File: src/common/otp_port_pkg.sv
/*
  Shared constants and types for the test-mode serial register port and
  its fuse programming sequencer: frame layout, register map, key values,
  status bit positions and timing counts.
  Assumes a single 50 MHz core clock on both ends of the link.
*/
package otp_port_pkg;

  // core clock
  localparam int CLK_PERIOD_NS = 20;

  // frame layout, msb first: addr[5:0], rw, unused, data[7:0]
  localparam logic [4:0] FRAME_BITS = 5'h10;
  localparam logic [4:0] RISE_ADDR_DONE = 5'h07;
  localparam logic [4:0] RISE_OUT_FIRST = 5'h08;
  localparam logic [4:0] RISE_OUT_LAST = 5'h0F;
  localparam int FR_ADDR_MSB = 15;
  localparam int FR_ADDR_LSB = 10;
  localparam int FR_RW_BIT = 9;
  localparam int FR_DATA_MSB = 7;

  // device register map
  localparam logic [5:0] ADDR_MIRROR_BASE = 6'h06;
  localparam logic [5:0] MIRROR_COUNT = 6'h0A;
  localparam logic [5:0] ADDR_PROG_CTRL = 6'h20;
  localparam logic [5:0] ADDR_PROG_STAT = 6'h29;
  localparam logic [5:0] ADDR_UNLOCK_KEY = 6'h30;

  localparam logic [7:0] KEY_FIRST = 8'hAA;
  localparam logic [7:0] KEY_SECOND = 8'h55;
  localparam logic [7:0] KEY_THIRD = 8'hC6;
  localparam logic [7:0] CTRL_MIRROR_WRITE = 8'h00;
  localparam logic [7:0] CTRL_PROG_START = 8'h05;

  // status byte at ADDR_PROG_STAT
  localparam int ST_LOCK_BIT = 6;
  localparam int ST_DONE_BIT = 5;
  localparam int ST_FAIL_BIT = 4;
  localparam int ST_BUSY_BIT = 3;
  localparam int ST_TEST_BIT = 2;

  // final lock lives in config word b
  localparam logic [3:0] LOCK_SLOT = 4'h1;
  localparam int LOCK_BIT = 7;

  // timing
  localparam int LOAD_CYCLES_I = 16;
  localparam logic [4:0] LOAD_CYCLES = 5'(LOAD_CYCLES_I);
  localparam int BURN_SLOT_NS = 10000;
  localparam int BURN_SLOT_CYCLES = BURN_SLOT_NS / CLK_PERIOD_NS;
  localparam logic [8:0] BURN_LAST = 9'(BURN_SLOT_CYCLES - 1);
  localparam int SCLK_HALF_MIN_NS = 250;
  localparam int SCLK_HALF_CYCLES = (SCLK_HALF_MIN_NS + CLK_PERIOD_NS - 1) / CLK_PERIOD_NS;
  localparam logic [3:0] SCLK_HALF_LAST = 4'(SCLK_HALF_CYCLES - 1);
  localparam int PROG_START_WAIT_NS = 32000;
  localparam int PROG_START_WAIT_CYCLES = (PROG_START_WAIT_NS + CLK_PERIOD_NS - 1) / CLK_PERIOD_NS;
  localparam logic [16:0] PROG_START_LAST = 17'(PROG_START_WAIT_CYCLES - 1);
  localparam int PROG_MAX_NS = 2000000;
  localparam int PROG_MAX_CYCLES = PROG_MAX_NS / CLK_PERIOD_NS;

  // host register map (byte addresses on the lite bus)
  localparam logic [7:0] HOST_FRAME = 8'h00;
  localparam logic [7:0] HOST_STATUS = 8'h04;
  localparam logic [7:0] HOST_CTRL = 8'h08;
  localparam int HF_RW_BIT = 16;
  localparam int HF_ADDR_MSB = 13;
  localparam int HF_ADDR_LSB = 8;
  localparam int HS_BUSY_BIT = 0;
  localparam int HS_DONE_BIT = 1;
  localparam int HS_FAIL_BIT = 2;
  localparam int HS_TIMEOUT_BIT = 3;
  localparam int HS_RX_LSB = 8;
  localparam int HC_TEST_BIT = 0;
  localparam logic [1:0] RESP_OKAY = 2'h0;
  localparam logic [1:0] RESP_SLVERR = 2'h2;

  typedef enum logic [1:0] {PS_IDLE = 2'h0, PS_BURN = 2'h1, PS_CHECK = 2'h3} prog_state_t;
  typedef enum logic [1:0] {FS_IDLE = 2'h0, FS_LOW = 2'h1, FS_HIGH = 2'h3} frame_state_t;
  typedef enum logic [1:0] {PP_OFF = 2'h0, PP_HOLD = 2'h1, PP_POLL = 2'h3} poll_state_t;

endpackage

File: src/common/otp_link_if.sv
/*
  Serial link between the external test master and the register port.
  Assumes the bench instantiates it once and joins both ends to it.
*/
`timescale 1ns/10ps
`default_nettype none
interface otp_link_if;
  logic ser_clk;
  logic ser_din;
  logic ser_dout;
  logic test_supply;
  modport device (input ser_clk, input ser_din, input test_supply, output ser_dout);
  modport host (output ser_clk, output ser_din, output test_supply, input ser_dout);
endinterface
`default_nettype wire

File: src/hdl/otp_test_master.sv
/*
  Host end: AXI4-Lite slave with frame, status and control registers,
  a serial frame engine that makes the link clock by division, and an
  automatic post-start hold-off and status poll.
  Assumes a single bus master on the core clock.
*/
`timescale 1ns/10ps
`default_nettype none
module otp_test_master
  import otp_port_pkg::*;
#(
  parameter int PROG_TIMEOUT_CYCLES = PROG_MAX_CYCLES
)(
  input wire logic CORE_CLK,
  input wire logic NRST,
  otp_link_if.host LINK,
  input wire logic [7:0] AWADDR,
  input wire logic AWVALID,
  output logic AWREADY,
  input wire logic [31:0] WDATA,
  input wire logic [3:0] WSTRB,
  input wire logic WVALID,
  output logic WREADY,
  output logic [1:0] BRESP,
  output logic BVALID,
  input wire logic BREADY,
  input wire logic [7:0] ARADDR,
  input wire logic ARVALID,
  output logic ARREADY,
  output logic [31:0] RDATA,
  output logic [1:0] RRESP,
  output logic RVALID,
  input wire logic RREADY
);

  typedef struct packed {
    frame_state_t fs;
    logic [3:0] half_cnt;
    logic [4:0] bit_cnt;
    logic [15:0] tx;
    logic [7:0] rx;
    logic sclk;
    logic din;
    logic test_en;
    logic dout_s1;
    logic dout_s2;
    poll_state_t pp;
    logic [16:0] timer;
    logic poll_done;
    logic prog_fail;
    logic timeout;
    logic awready;
    logic wready;
    logic bvalid;
    logic [1:0] bresp;
    logic arready;
    logic rvalid;
    logic [31:0] rdata;
    logic [1:0] rresp;
  } host_state_t;

  host_state_t s;
  host_state_t next_s;
  logic busy;
  logic frame_end;
  logic [15:0] sw_frame;

  // msb first: address, direction, spare, data
  function automatic logic [15:0] make_frame(input logic [5:0] a, input logic rw, input logic [7:0] d);
    return {a, rw, 1'b0, d};
  endfunction

  always_comb begin
    next_s = s;
    next_s.dout_s1 = LINK.ser_dout;
    next_s.dout_s2 = s.dout_s1;
    busy = (s.fs != FS_IDLE) || (s.pp != PP_OFF);
    frame_end = 1'b0;
    sw_frame = make_frame(WDATA[HF_ADDR_MSB:HF_ADDR_LSB], WDATA[HF_RW_BIT], WDATA[7:0]);

    // frame engine: link clock made by dividing the core clock
    case (s.fs)
      FS_IDLE: begin
      end
      FS_LOW: begin
        if (s.half_cnt == 4'h0) begin
          next_s.sclk = 1'b1;
          next_s.rx = {s.rx[6:0], s.dout_s2};
          next_s.bit_cnt = s.bit_cnt + 5'h01;
          next_s.half_cnt = SCLK_HALF_LAST;
          next_s.fs = FS_HIGH;
        end else begin
          next_s.half_cnt = s.half_cnt - 4'h1;
        end
      end
      FS_HIGH: begin
        if (s.half_cnt == 4'h0) begin
          next_s.sclk = 1'b0;
          next_s.half_cnt = SCLK_HALF_LAST;
          if (s.bit_cnt == FRAME_BITS) begin
            next_s.fs = FS_IDLE;
            frame_end = 1'b1;
          end else begin
            next_s.tx = {s.tx[14:0], 1'b0};
            next_s.din = s.tx[14];
            next_s.fs = FS_LOW;
          end
        end else begin
          next_s.half_cnt = s.half_cnt - 4'h1;
        end
      end
      default: begin
        next_s.fs = FS_IDLE;
      end
    endcase

    // hold-off, then poll the status byte
    case (s.pp)
      PP_OFF: begin
      end
      PP_HOLD: begin
        if (s.fs == FS_IDLE) begin
          if (s.timer == PROG_START_LAST) begin
            next_s.timer = 17'h0_0000;
            next_s.pp = PP_POLL;
          end else begin
            next_s.timer = s.timer + 17'h0_0001;
          end
        end
      end
      PP_POLL: begin
        if (s.timer != 17'h1_FFFF) begin
          next_s.timer = s.timer + 17'h0_0001;
        end
        if (frame_end) begin
          if (s.rx[ST_DONE_BIT]) begin
            next_s.poll_done = 1'b1;
            next_s.prog_fail = s.rx[ST_FAIL_BIT];
            next_s.pp = PP_OFF;
          end else if (s.timer >= 17'(PROG_TIMEOUT_CYCLES)) begin
            next_s.timeout = 1'b1;
            next_s.pp = PP_OFF;
          end
        end else if (s.fs == FS_IDLE) begin
          next_s.tx = make_frame(ADDR_PROG_STAT, 1'b0, 8'h00);
          next_s.din = ADDR_PROG_STAT[5];
          next_s.sclk = 1'b0;
          next_s.bit_cnt = 5'h00;
          next_s.half_cnt = SCLK_HALF_LAST;
          next_s.fs = FS_LOW;
        end
      end
      default: begin
        next_s.pp = PP_OFF;
      end
    endcase

    // write channel: address and data taken together
    next_s.awready = 1'b0;
    next_s.wready = 1'b0;
    if (AWVALID && WVALID && !s.awready && !s.bvalid) begin
      next_s.awready = 1'b1;
      next_s.wready = 1'b1;
    end
    if (s.bvalid && BREADY) begin
      next_s.bvalid = 1'b0;
    end
    if (s.awready && AWVALID && WVALID) begin
      next_s.bvalid = 1'b1;
      next_s.bresp = RESP_OKAY;
      if (AWADDR == HOST_FRAME) begin
        if (busy) begin
          // one frame at a time; a refused frame is not queued
          next_s.bresp = RESP_SLVERR;
        end else begin
          next_s.tx = sw_frame;
          next_s.din = sw_frame[15];
          next_s.sclk = 1'b0;
          next_s.bit_cnt = 5'h00;
          next_s.half_cnt = SCLK_HALF_LAST;
          next_s.fs = FS_LOW;
          if (sw_frame == make_frame(ADDR_PROG_CTRL, 1'b1, CTRL_PROG_START)) begin
            next_s.pp = PP_HOLD;
            next_s.timer = 17'h0_0000;
            next_s.poll_done = 1'b0;
            next_s.prog_fail = 1'b0;
            next_s.timeout = 1'b0;
          end
        end
      end else if (AWADDR == HOST_CTRL) begin
        if (WSTRB[0]) begin
          next_s.test_en = WDATA[HC_TEST_BIT];
        end
      end else if (AWADDR != HOST_STATUS) begin
        next_s.bresp = RESP_SLVERR;
      end
    end

    // read channel
    next_s.arready = 1'b0;
    if (ARVALID && !s.arready && !s.rvalid) begin
      next_s.arready = 1'b1;
    end
    if (s.rvalid && RREADY) begin
      next_s.rvalid = 1'b0;
    end
    if (s.arready && ARVALID) begin
      next_s.rvalid = 1'b1;
      next_s.rresp = RESP_OKAY;
      next_s.rdata = 32'h0000_0000;
      if (ARADDR == HOST_STATUS) begin
        next_s.rdata[HS_BUSY_BIT] = busy;
        next_s.rdata[HS_DONE_BIT] = s.poll_done;
        next_s.rdata[HS_FAIL_BIT] = s.prog_fail;
        next_s.rdata[HS_TIMEOUT_BIT] = s.timeout;
        next_s.rdata[HS_RX_LSB +: 8] = s.rx;
      end else if (ARADDR == HOST_CTRL) begin
        next_s.rdata[HC_TEST_BIT] = s.test_en;
      end else if (ARADDR != HOST_FRAME) begin
        next_s.rresp = RESP_SLVERR;
      end
    end
  end

  always_ff @(posedge CORE_CLK or negedge NRST) begin
    if (!NRST) begin
      s <= '0;
    end else begin
      s <= next_s;
    end
  end

  assign LINK.ser_clk = s.sclk;
  assign LINK.ser_din = s.din;
  assign LINK.test_supply = s.test_en;
  assign AWREADY = s.awready;
  assign WREADY = s.wready;
  assign BVALID = s.bvalid;
  assign BRESP = s.bresp;
  assign ARREADY = s.arready;
  assign RVALID = s.rvalid;
  assign RDATA = s.rdata;
  assign RRESP = s.rresp;

endmodule
`default_nettype wire

File: src/flat_wrapper.sv
// flat-port wrapper written by rule: the top's interface ports become plain ports
module otp_test_master_flat import otp_port_pkg::*;
#(
  parameter int PROG_TIMEOUT_CYCLES = PROG_MAX_CYCLES
)
  (CORE_CLK, NRST, AWADDR, AWVALID, AWREADY, WDATA, WSTRB, WVALID, WREADY, BRESP, BVALID, BREADY, ARADDR, ARVALID, ARREADY, RDATA, RRESP, RVALID, RREADY, LINK_ser_clk, LINK_ser_din, LINK_test_supply, LINK_ser_dout);
  otp_link_if LINK_i ();
  input wire logic CORE_CLK;
  input wire logic NRST;
  input wire logic [7:0] AWADDR;
  input wire logic AWVALID;
  output logic AWREADY;
  input wire logic [31:0] WDATA;
  input wire logic [3:0] WSTRB;
  input wire logic WVALID;
  output logic WREADY;
  output logic [1:0] BRESP;
  output logic BVALID;
  input wire logic BREADY;
  input wire logic [7:0] ARADDR;
  input wire logic ARVALID;
  output logic ARREADY;
  output logic [31:0] RDATA;
  output logic [1:0] RRESP;
  output logic RVALID;
  input wire logic RREADY;
  output wire logic [$bits(LINK_i.ser_clk)-1:0] LINK_ser_clk;
  output wire logic [$bits(LINK_i.ser_din)-1:0] LINK_ser_din;
  output wire logic [$bits(LINK_i.test_supply)-1:0] LINK_test_supply;
  input wire logic [$bits(LINK_i.ser_dout)-1:0] LINK_ser_dout;
  assign LINK_ser_clk = LINK_i.ser_clk;
  assign LINK_ser_din = LINK_i.ser_din;
  assign LINK_test_supply = LINK_i.test_supply;
  assign LINK_i.ser_dout = LINK_ser_dout;
  otp_test_master #(.PROG_TIMEOUT_CYCLES(PROG_TIMEOUT_CYCLES)) u_core (.CORE_CLK(CORE_CLK), .NRST(NRST), .LINK(LINK_i), .AWADDR(AWADDR), .AWVALID(AWVALID), .AWREADY(AWREADY), .WDATA(WDATA), .WSTRB(WSTRB), .WVALID(WVALID), .WREADY(WREADY), .BRESP(BRESP), .BVALID(BVALID), .BREADY(BREADY), .ARADDR(ARADDR), .ARVALID(ARVALID), .ARREADY(ARREADY), .RDATA(RDATA), .RRESP(RRESP), .RVALID(RVALID), .RREADY(RREADY));
endmodule
File: config.mk
export PLATFORM = sky130hd
export DESIGN_NAME = otp_test_master_flat
export DESIGN_NICKNAME = d
export VERILOG_FILES = /design/src/common/otp_port_pkg.sv /design/src/common/otp_link_if.sv /design/src/hdl/otp_test_master.sv /design/src/flat_wrapper.sv
export SDC_FILE = /design/constraint.sdc
export NUM_CORES = 1
export LEC_CHECK = 0
export BUFFER_PORTS_ARGS = -buffer_cell sky130_fd_sc_hd__buf_2
export CAP_MARGIN = 20
export CORE_MARGIN = 10
export CORE_UTILIZATION = 40
export CTS_BUF_LIST = sky130_fd_sc_hd__clkbuf_4 sky130_fd_sc_hd__clkbuf_8
export DETAILED_ROUTE_END_ITERATION = 10
export REMOVE_ABC_BUFFERS = 1
export SETUP_SLACK_MARGIN = 0.15
export SLEW_MARGIN = 20
export SYNTH_ARGS = -nofsm -noshare
export SYNTH_HDL_FRONTEND = slang
export SYNTH_SLANG_ARGS = --single-unit
File: constraint.sdc
create_clock -name CORE_CLK -period 3.2 [get_ports CORE_CLK]
set_input_delay 0.16 -clock CORE_CLK [delete_from_list [all_inputs] [get_ports CORE_CLK]]
set_output_delay 0.16 -clock CORE_CLK [all_outputs]
set_load 0.02 [all_outputs]
Word level (Yosys, flattened, before mapping). Cells that the tools add are included.

Latch bits: 0. Bits in read-only memories: 0. Bits in registers: 83. Output and inout bits: 44. Memories kept: 0. Bits in writable memories: 0. Logic and storage cells: 136. Bits of input ports: 60.

Bitwise logic cells: 1. Mux-type cells: 69. Shift-type cells: 0. Reduce and logical (&&, ||, !) cells: 27. Add/subtract/negate cells: 3. Divide/modulo/power cells: 0. Equality and inequality tests: 12. Magnitude comparators: 1. $mul: 0.

Operator list (number): 27-bit two-way mux (6); 22-bit two-way mux (4); 16-bit two-way mux (3); 2-bit two-way mux (21); 35-bit two-way mux (1); 17-bit two-way mux (2); 17-bit case mux with 2 select lines (1); 19-bit two-way mux (1); 17-bit by 1-bit adder with 17-bit output, second input constant (1); 17-bit by 11-bit equality test with 1-bit output, second input constant (1); 17-bit >= comparator, second input constant (1); 1-bit two-way mux (17); 17-bit != test, second input constant (1); 8-bit by 4-bit equality test with 1-bit output, second input constant (2); 15-bit equality test, second input constant (1); 3-bit two-way mux (5); 2-bit case mux with 3 select lines (2); 1-bit logical AND (10); 5-bit two-way mux (2); 8-bit by 3-bit equality test with 1-bit output, second input constant (1); 8-bit logical NOT (1); 4-bit two-way mux (2); 8-bit two-way mux (1); 8-bit by 3-bit != test with 1-bit output, second input constant (1); 16 further kinds (25).

Longest topological paths before layout.
Depth after elaboration: 10. Depth in mapped cells: 12. Gate-level depth less buffers: 10.

Worst setup path before layout. OpenSTA, ideal clock, no wires.

Path kind: register to register. From: register u_core.s[50] (netlist bit). To: register u_core.s[57] (netlist bit). Library setup time: 122 ps. Data required time: 3078 ps. Path buffers: 2. Cell stages (with the launch flop): 13. Arrival time: 2161 ps. Path slack: 917 ps. Clock period less this slack: 2283 ps. Cell sequence: dfrtp_1 > clkbuf_1 > and3_1 > and3_1 > nand3_1 > inv_1 > ha_1 > and3b_1 > or2_2 > buf_2 > nand4_1 > xor2_1 > nor2_1.

RTL lines: from (decl) (RTL line otp_test_master.sv:62) `host_state_t s;`; from (signal assigned) (RTL line otp_test_master.sv:229) `s <= next_s;`.

==> reports/summary.md <==
The flow ran to the end, and the final reports show no timing, DRC or antenna violations. In this run the remaining antenna-violating nets after routing total 0. The tree is rooted in a sky130_fd_sc_hd__clkbuf_8. The clock skew after layout was 0.00672 ns.

The top cell types in the final layout, fill and taps aside, are sky130_fd_sc_hd__dfrtp_1, sky130_fd_sc_hd__buf_2, sky130_fd_sc_hd__nor2_1. The most numerous cell type found on the critical path is sky130_fd_sc_hd__and3_1. Entering global routing, the biggest net connects 80 pins.

The tools report the total routed wire length on the met1 layer as 4.22 mm. The initial utilization of the core area, before any placement, comes to 41.0%. Along the worst path, the maximum fanout reaches 14.

For this design the ratio of total power to cell area is 431 nW/µm². The highest metal layer carrying signal wires in the routed design is met4. The total negative slack for setup checks was 0 ns.

The via count of the first global-routing pass was 3193. The actual slew at the worst max-slew pin was 0.725 ns. The min-delay analysis places its worst path in the category primary input to register. Hold is met by 0.0251 ns. The worst path needs 2.58 ns of the cycle, external delays included. The first detailed-routing pass took 4 iterations. The total die area is 15000 µm². No sink is reached through more buffers than the 2 on the longest clock path. The startpoint identified for the worst hold timing path is WDATA[9]. The tools report the filler cell count as 997. The tools report the capture point of the worst reg-to-reg path as u_core.s[47]. The routed design has 9.07 mm of wire.

Averaged over all synthesized cells, the footprint is 10.1 µm². The worst vdd rail ir drop was 0.000196 V; the number of vias per cell was 5.13. Gates resized during post-CTS repair numbered 0.

After floorplanning, the core was divided into 37 placement rows. Setup repair after global routing left no endpoint under its margin. Routed length on met2: 4.15 mm. Buffers placed on the I/O ports in this run total 61. Number of synthesized register bits: 79.

Traced cell by cell, the critical path runs through and4_1 -> and3_1 -> nand3_1 -> inv_1 -> ha_1 -> and3b_1 -> or2_2 -> and3_1 -> nor4_1. The worst hold path passes through 3 cells. For the detailed placer's ending HPWL, the log shows 6.52 mm. The worst-path cell with the longest stage delay was sky130_fd_sc_hd__dfrtp_1. In the routed design, unresolved DRC markers number 0. Static timing analysis puts the maximum clock frequency at 387 MHz. The number of hold buffers added after CTS was 3. After synthesis the cells add up to 4210 µm².

The fraction of registers with async set or reset after synthesis was 100%; the number of buffers created by CTS was 9. Kind of launch point of the worst setup path: a register. CTS saw 79 sinks. Number of nets at the end of the flow: 530. Of the available clock period, the critical path in the final layout requires 80.7%. Overflow left after global routing: 0. Setup violations remaining at the end of the flow were counted as 0. In the detailed route, the total length drawn on met3 is 581 µm. Global-route total usage across every layer: 12.6%. The average wire length per cell after detail routing works out to 15.0 µm. The repair_antennas step left the layout with diodes totalling 0. The top cell type by total area after synthesis is sky130_fd_sc_hd__dfrtp_1. Measured against its own limit, the worst slew margin works out to 51.5%.

The final hold violation count is 0, and the initial antenna violation count is 0. From left edge to right edge, the die measures 123 µm. For the worst setup path, the data required time is 3.46 ns. The path with the worst hold slack has its endpoint at u_core.s[87]. For the worst flop-to-flop path, the logic depth is 9.

For the number of primary I/O pins, the log shows 104. The leading cell type in the layout, fill and taps excluded is sky130_fd_sc_hd__dfrtp_1. The global-route wire length before repair was 15.5 mm. In this run the post-CTS setup repair buffer count came out at 0. Yosys mapped a number of flops with a built-in enable equal to 0. The final route contains 3099 vias. Counting distinct cell types in the post-synthesis netlist gives 57.

TritonCTS built the clock tree. Core region area: 10300 µm². In the synthesized netlist the dominant register cell turns out to be sky130_fd_sc_hd__dfrtp_1. The run gives 0.797 as the routability-driven placement congestion ratio.

Reg-to-reg critical path startpoint: u_core.s[47]. From bottom edge to top edge, the die measures 123 µm. The number of buffers and inverters on the critical path came out at 1. Static leakage: 0.00216 µW. After synthesis, the cell types taking the most area are sky130_fd_sc_hd__dfrtp_1, sky130_fd_sc_hd__buf_4, sky130_fd_sc_hd__mux2i_1.

The critical path is of the register to register type. The flop-to-flop setup slack was 0.62 ns; the sum of internal, switching and leakage power was 2030 µW. In this design, the stage delay of the slowest critical-path cell is 0.44 ns. The final worst-path setup slack is 0.616 ns.

Summed over its instances, the top area cell type makes up 46.9% of the synthesized netlist area. At the later pin of the worst-skew pair, clock insertion delay measures 0.36 ns. The logs give 3 for the number of H-tree levels and 417 for the number of cells produced by synthesis. For the count of warnings emitted by yosys, the log shows 0.

On the critical path the largest part of the delay comes from simple AND/OR/NAND/NOR gates. Before CTS, the worst setup slack after placement is 0.661 ns. The first routing iteration left 78 violations. Clock-pin slew was measured on the worst setup and hold paths at 0.08 ns. Sequential elements use 46.9% of the synthesized area. From synthesis to final layout, the design area changed by 11.8%. The run gives 2.84 ns as the data arrival time of the critical path.

Kind of capture point of the worst setup path: a register. Of the cells placed in the final design, the portion with a size suffix greater than 1 is 20.9%. The final max-slew violation count came out at 0.

The tools report the number of max-cap violations as 0.
-- per-layer routing --
layer	vias up	track usage [%]
li1	1509	-
met1	1494	15.9
met2	82	20.1
met3	14	3.76
met4	0	4.57
met5	-	0
-- Yosys cell counts, types with 2 or more instances --
cell type,count
sky130_fd_sc_hd__buf_4,38
sky130_fd_sc_hd__mux2_2,3
sky130_fd_sc_hd__nand4b_1,2
sky130_fd_sc_hd__nor2_1,38
sky130_fd_sc_hd__a21o_1,2
sky130_fd_sc_hd__and4_1,6
sky130_fd_sc_hd__and2_1,5
sky130_fd_sc_hd__nor4_2,2
sky130_fd_sc_hd__xnor2_1,4
sky130_fd_sc_hd__nand3b_1,3
sky130_fd_sc_hd__ha_1,6
sky130_fd_sc_hd__nor2b_1,2
sky130_fd_sc_hd__mux2_1,5
sky130_fd_sc_hd__and3_1,10
sky130_fd_sc_hd__nand4_1,9
sky130_fd_sc_hd__dfrtp_1,79
sky130_fd_sc_hd__mux2i_1,15
sky130_fd_sc_hd__buf_6,3
sky130_fd_sc_hd__o21a_1,7
sky130_fd_sc_hd__nand2_1,34
sky130_fd_sc_hd__nand3_1,11
sky130_fd_sc_hd__nor3_1,13
sky130_fd_sc_hd__a211oi_1,5
sky130_fd_sc_hd__a21boi_2,2
sky130_fd_sc_hd__mux2_4,3
sky130_fd_sc_hd__xor2_1,8
sky130_fd_sc_hd__a21oi_1,11
sky130_fd_sc_hd__o21ai_0,20
sky130_fd_sc_hd__inv_1,13
sky130_fd_sc_hd__o22a_1,3
sky130_fd_sc_hd__clkbuf_1,8
sky130_fd_sc_hd__buf_2,5
sky130_fd_sc_hd__nor4_1,8
sky130_fd_sc_hd__a22o_1,11
-- stage by stage --
step           util (%)  std cells  area, µm²
5_1_grt            45.8        604       4710
3_5_place_dp       43.1        585       4430
2_1_floorplan         -        384       3920
6_report           45.8        604       4710
3_3_place_gp       43.0        585       4420
4_1_cts            45.7        603       4690
-- worst min-delay path: cells and delay by family --
family / cells / cell delay (ns)
buffers and inverters: 1 / 0.08
AND/OR/NAND/NOR: 1 / 0.04
AO/OA/AOI/OAI: 1 / 0.06
-- registers in the layout, indices dropped and copies added (netlist names) --
| register | flops |
|---|---|
| u_core.s | 57 |
| u_core.RDATA | 12 |
| u_core.ARREADY | 1 |
| u_core.AWREADY | 1 |
| u_core.BRESP | 1 |
| u_core.BVALID | 1 |
| u_core.LINK.ser_clk | 1 |
| u_core.LINK.ser_din | 1 |
| u_core.LINK.test_supply | 1 |
| u_core.RRESP | 1 |
| u_core.RVALID | 1 |
| u_core.next_s | 1 |
-- final cells by class --
type	count	area [µm²]	share of cell area (%)
clock inverters	6	110	2.34
well taps	136	170	3.62
inverters	13	48.8	1.04
repair buffers	69	382	8.11
clock buffers	9	124	2.63
flip-flops and latches	79	1980	42.0
multi-input cells	292	1900	40.3
-- report_power, final --
part	internal [µW]	switching, µW
clock	512	372
combinational	38.0	87.8
sequential	1010	7.37
-- worst max-delay path by stage --
| stage | start | end | slack (ns) | cells past startpoint |
|---|---|---|---|---|
| finish | u_core.s[47] | u_core.s[47] | 0.62 | 9 |
| global route | u_core.s[44] | u_core.s[47] | 0.38 | 9 |
| CTS | u_core.s[47] | u_core.s[47] | 0.62 | 9 |
| detailed placement | u_core.s[47] | u_core.s[47] | 0.66 | 9 |
| global placement | u_core.s[47] | u_core.s[47] | 0.68 | 9 |
| floorplan | u_core.s[47] | u_core.s[56] | 0.96 | 10 |
-- kinds of logic after synthesis --
family | Yosys count | share of synthesized area (%)
buffers and inverters | 67 | 10.0
adder cells (fa/ha/maj) | 6 | 1.78
other | 1 | 0.0890
AND/OR/NAND/NOR | 156 | 20.6
XOR/XNOR | 12 | 2.50
multiplexers | 26 | 6.77
AO/OA/AOI/OAI | 70 | 11.3
flip-flops | 79 | 46.9
(Power assumes the default switching activity.)
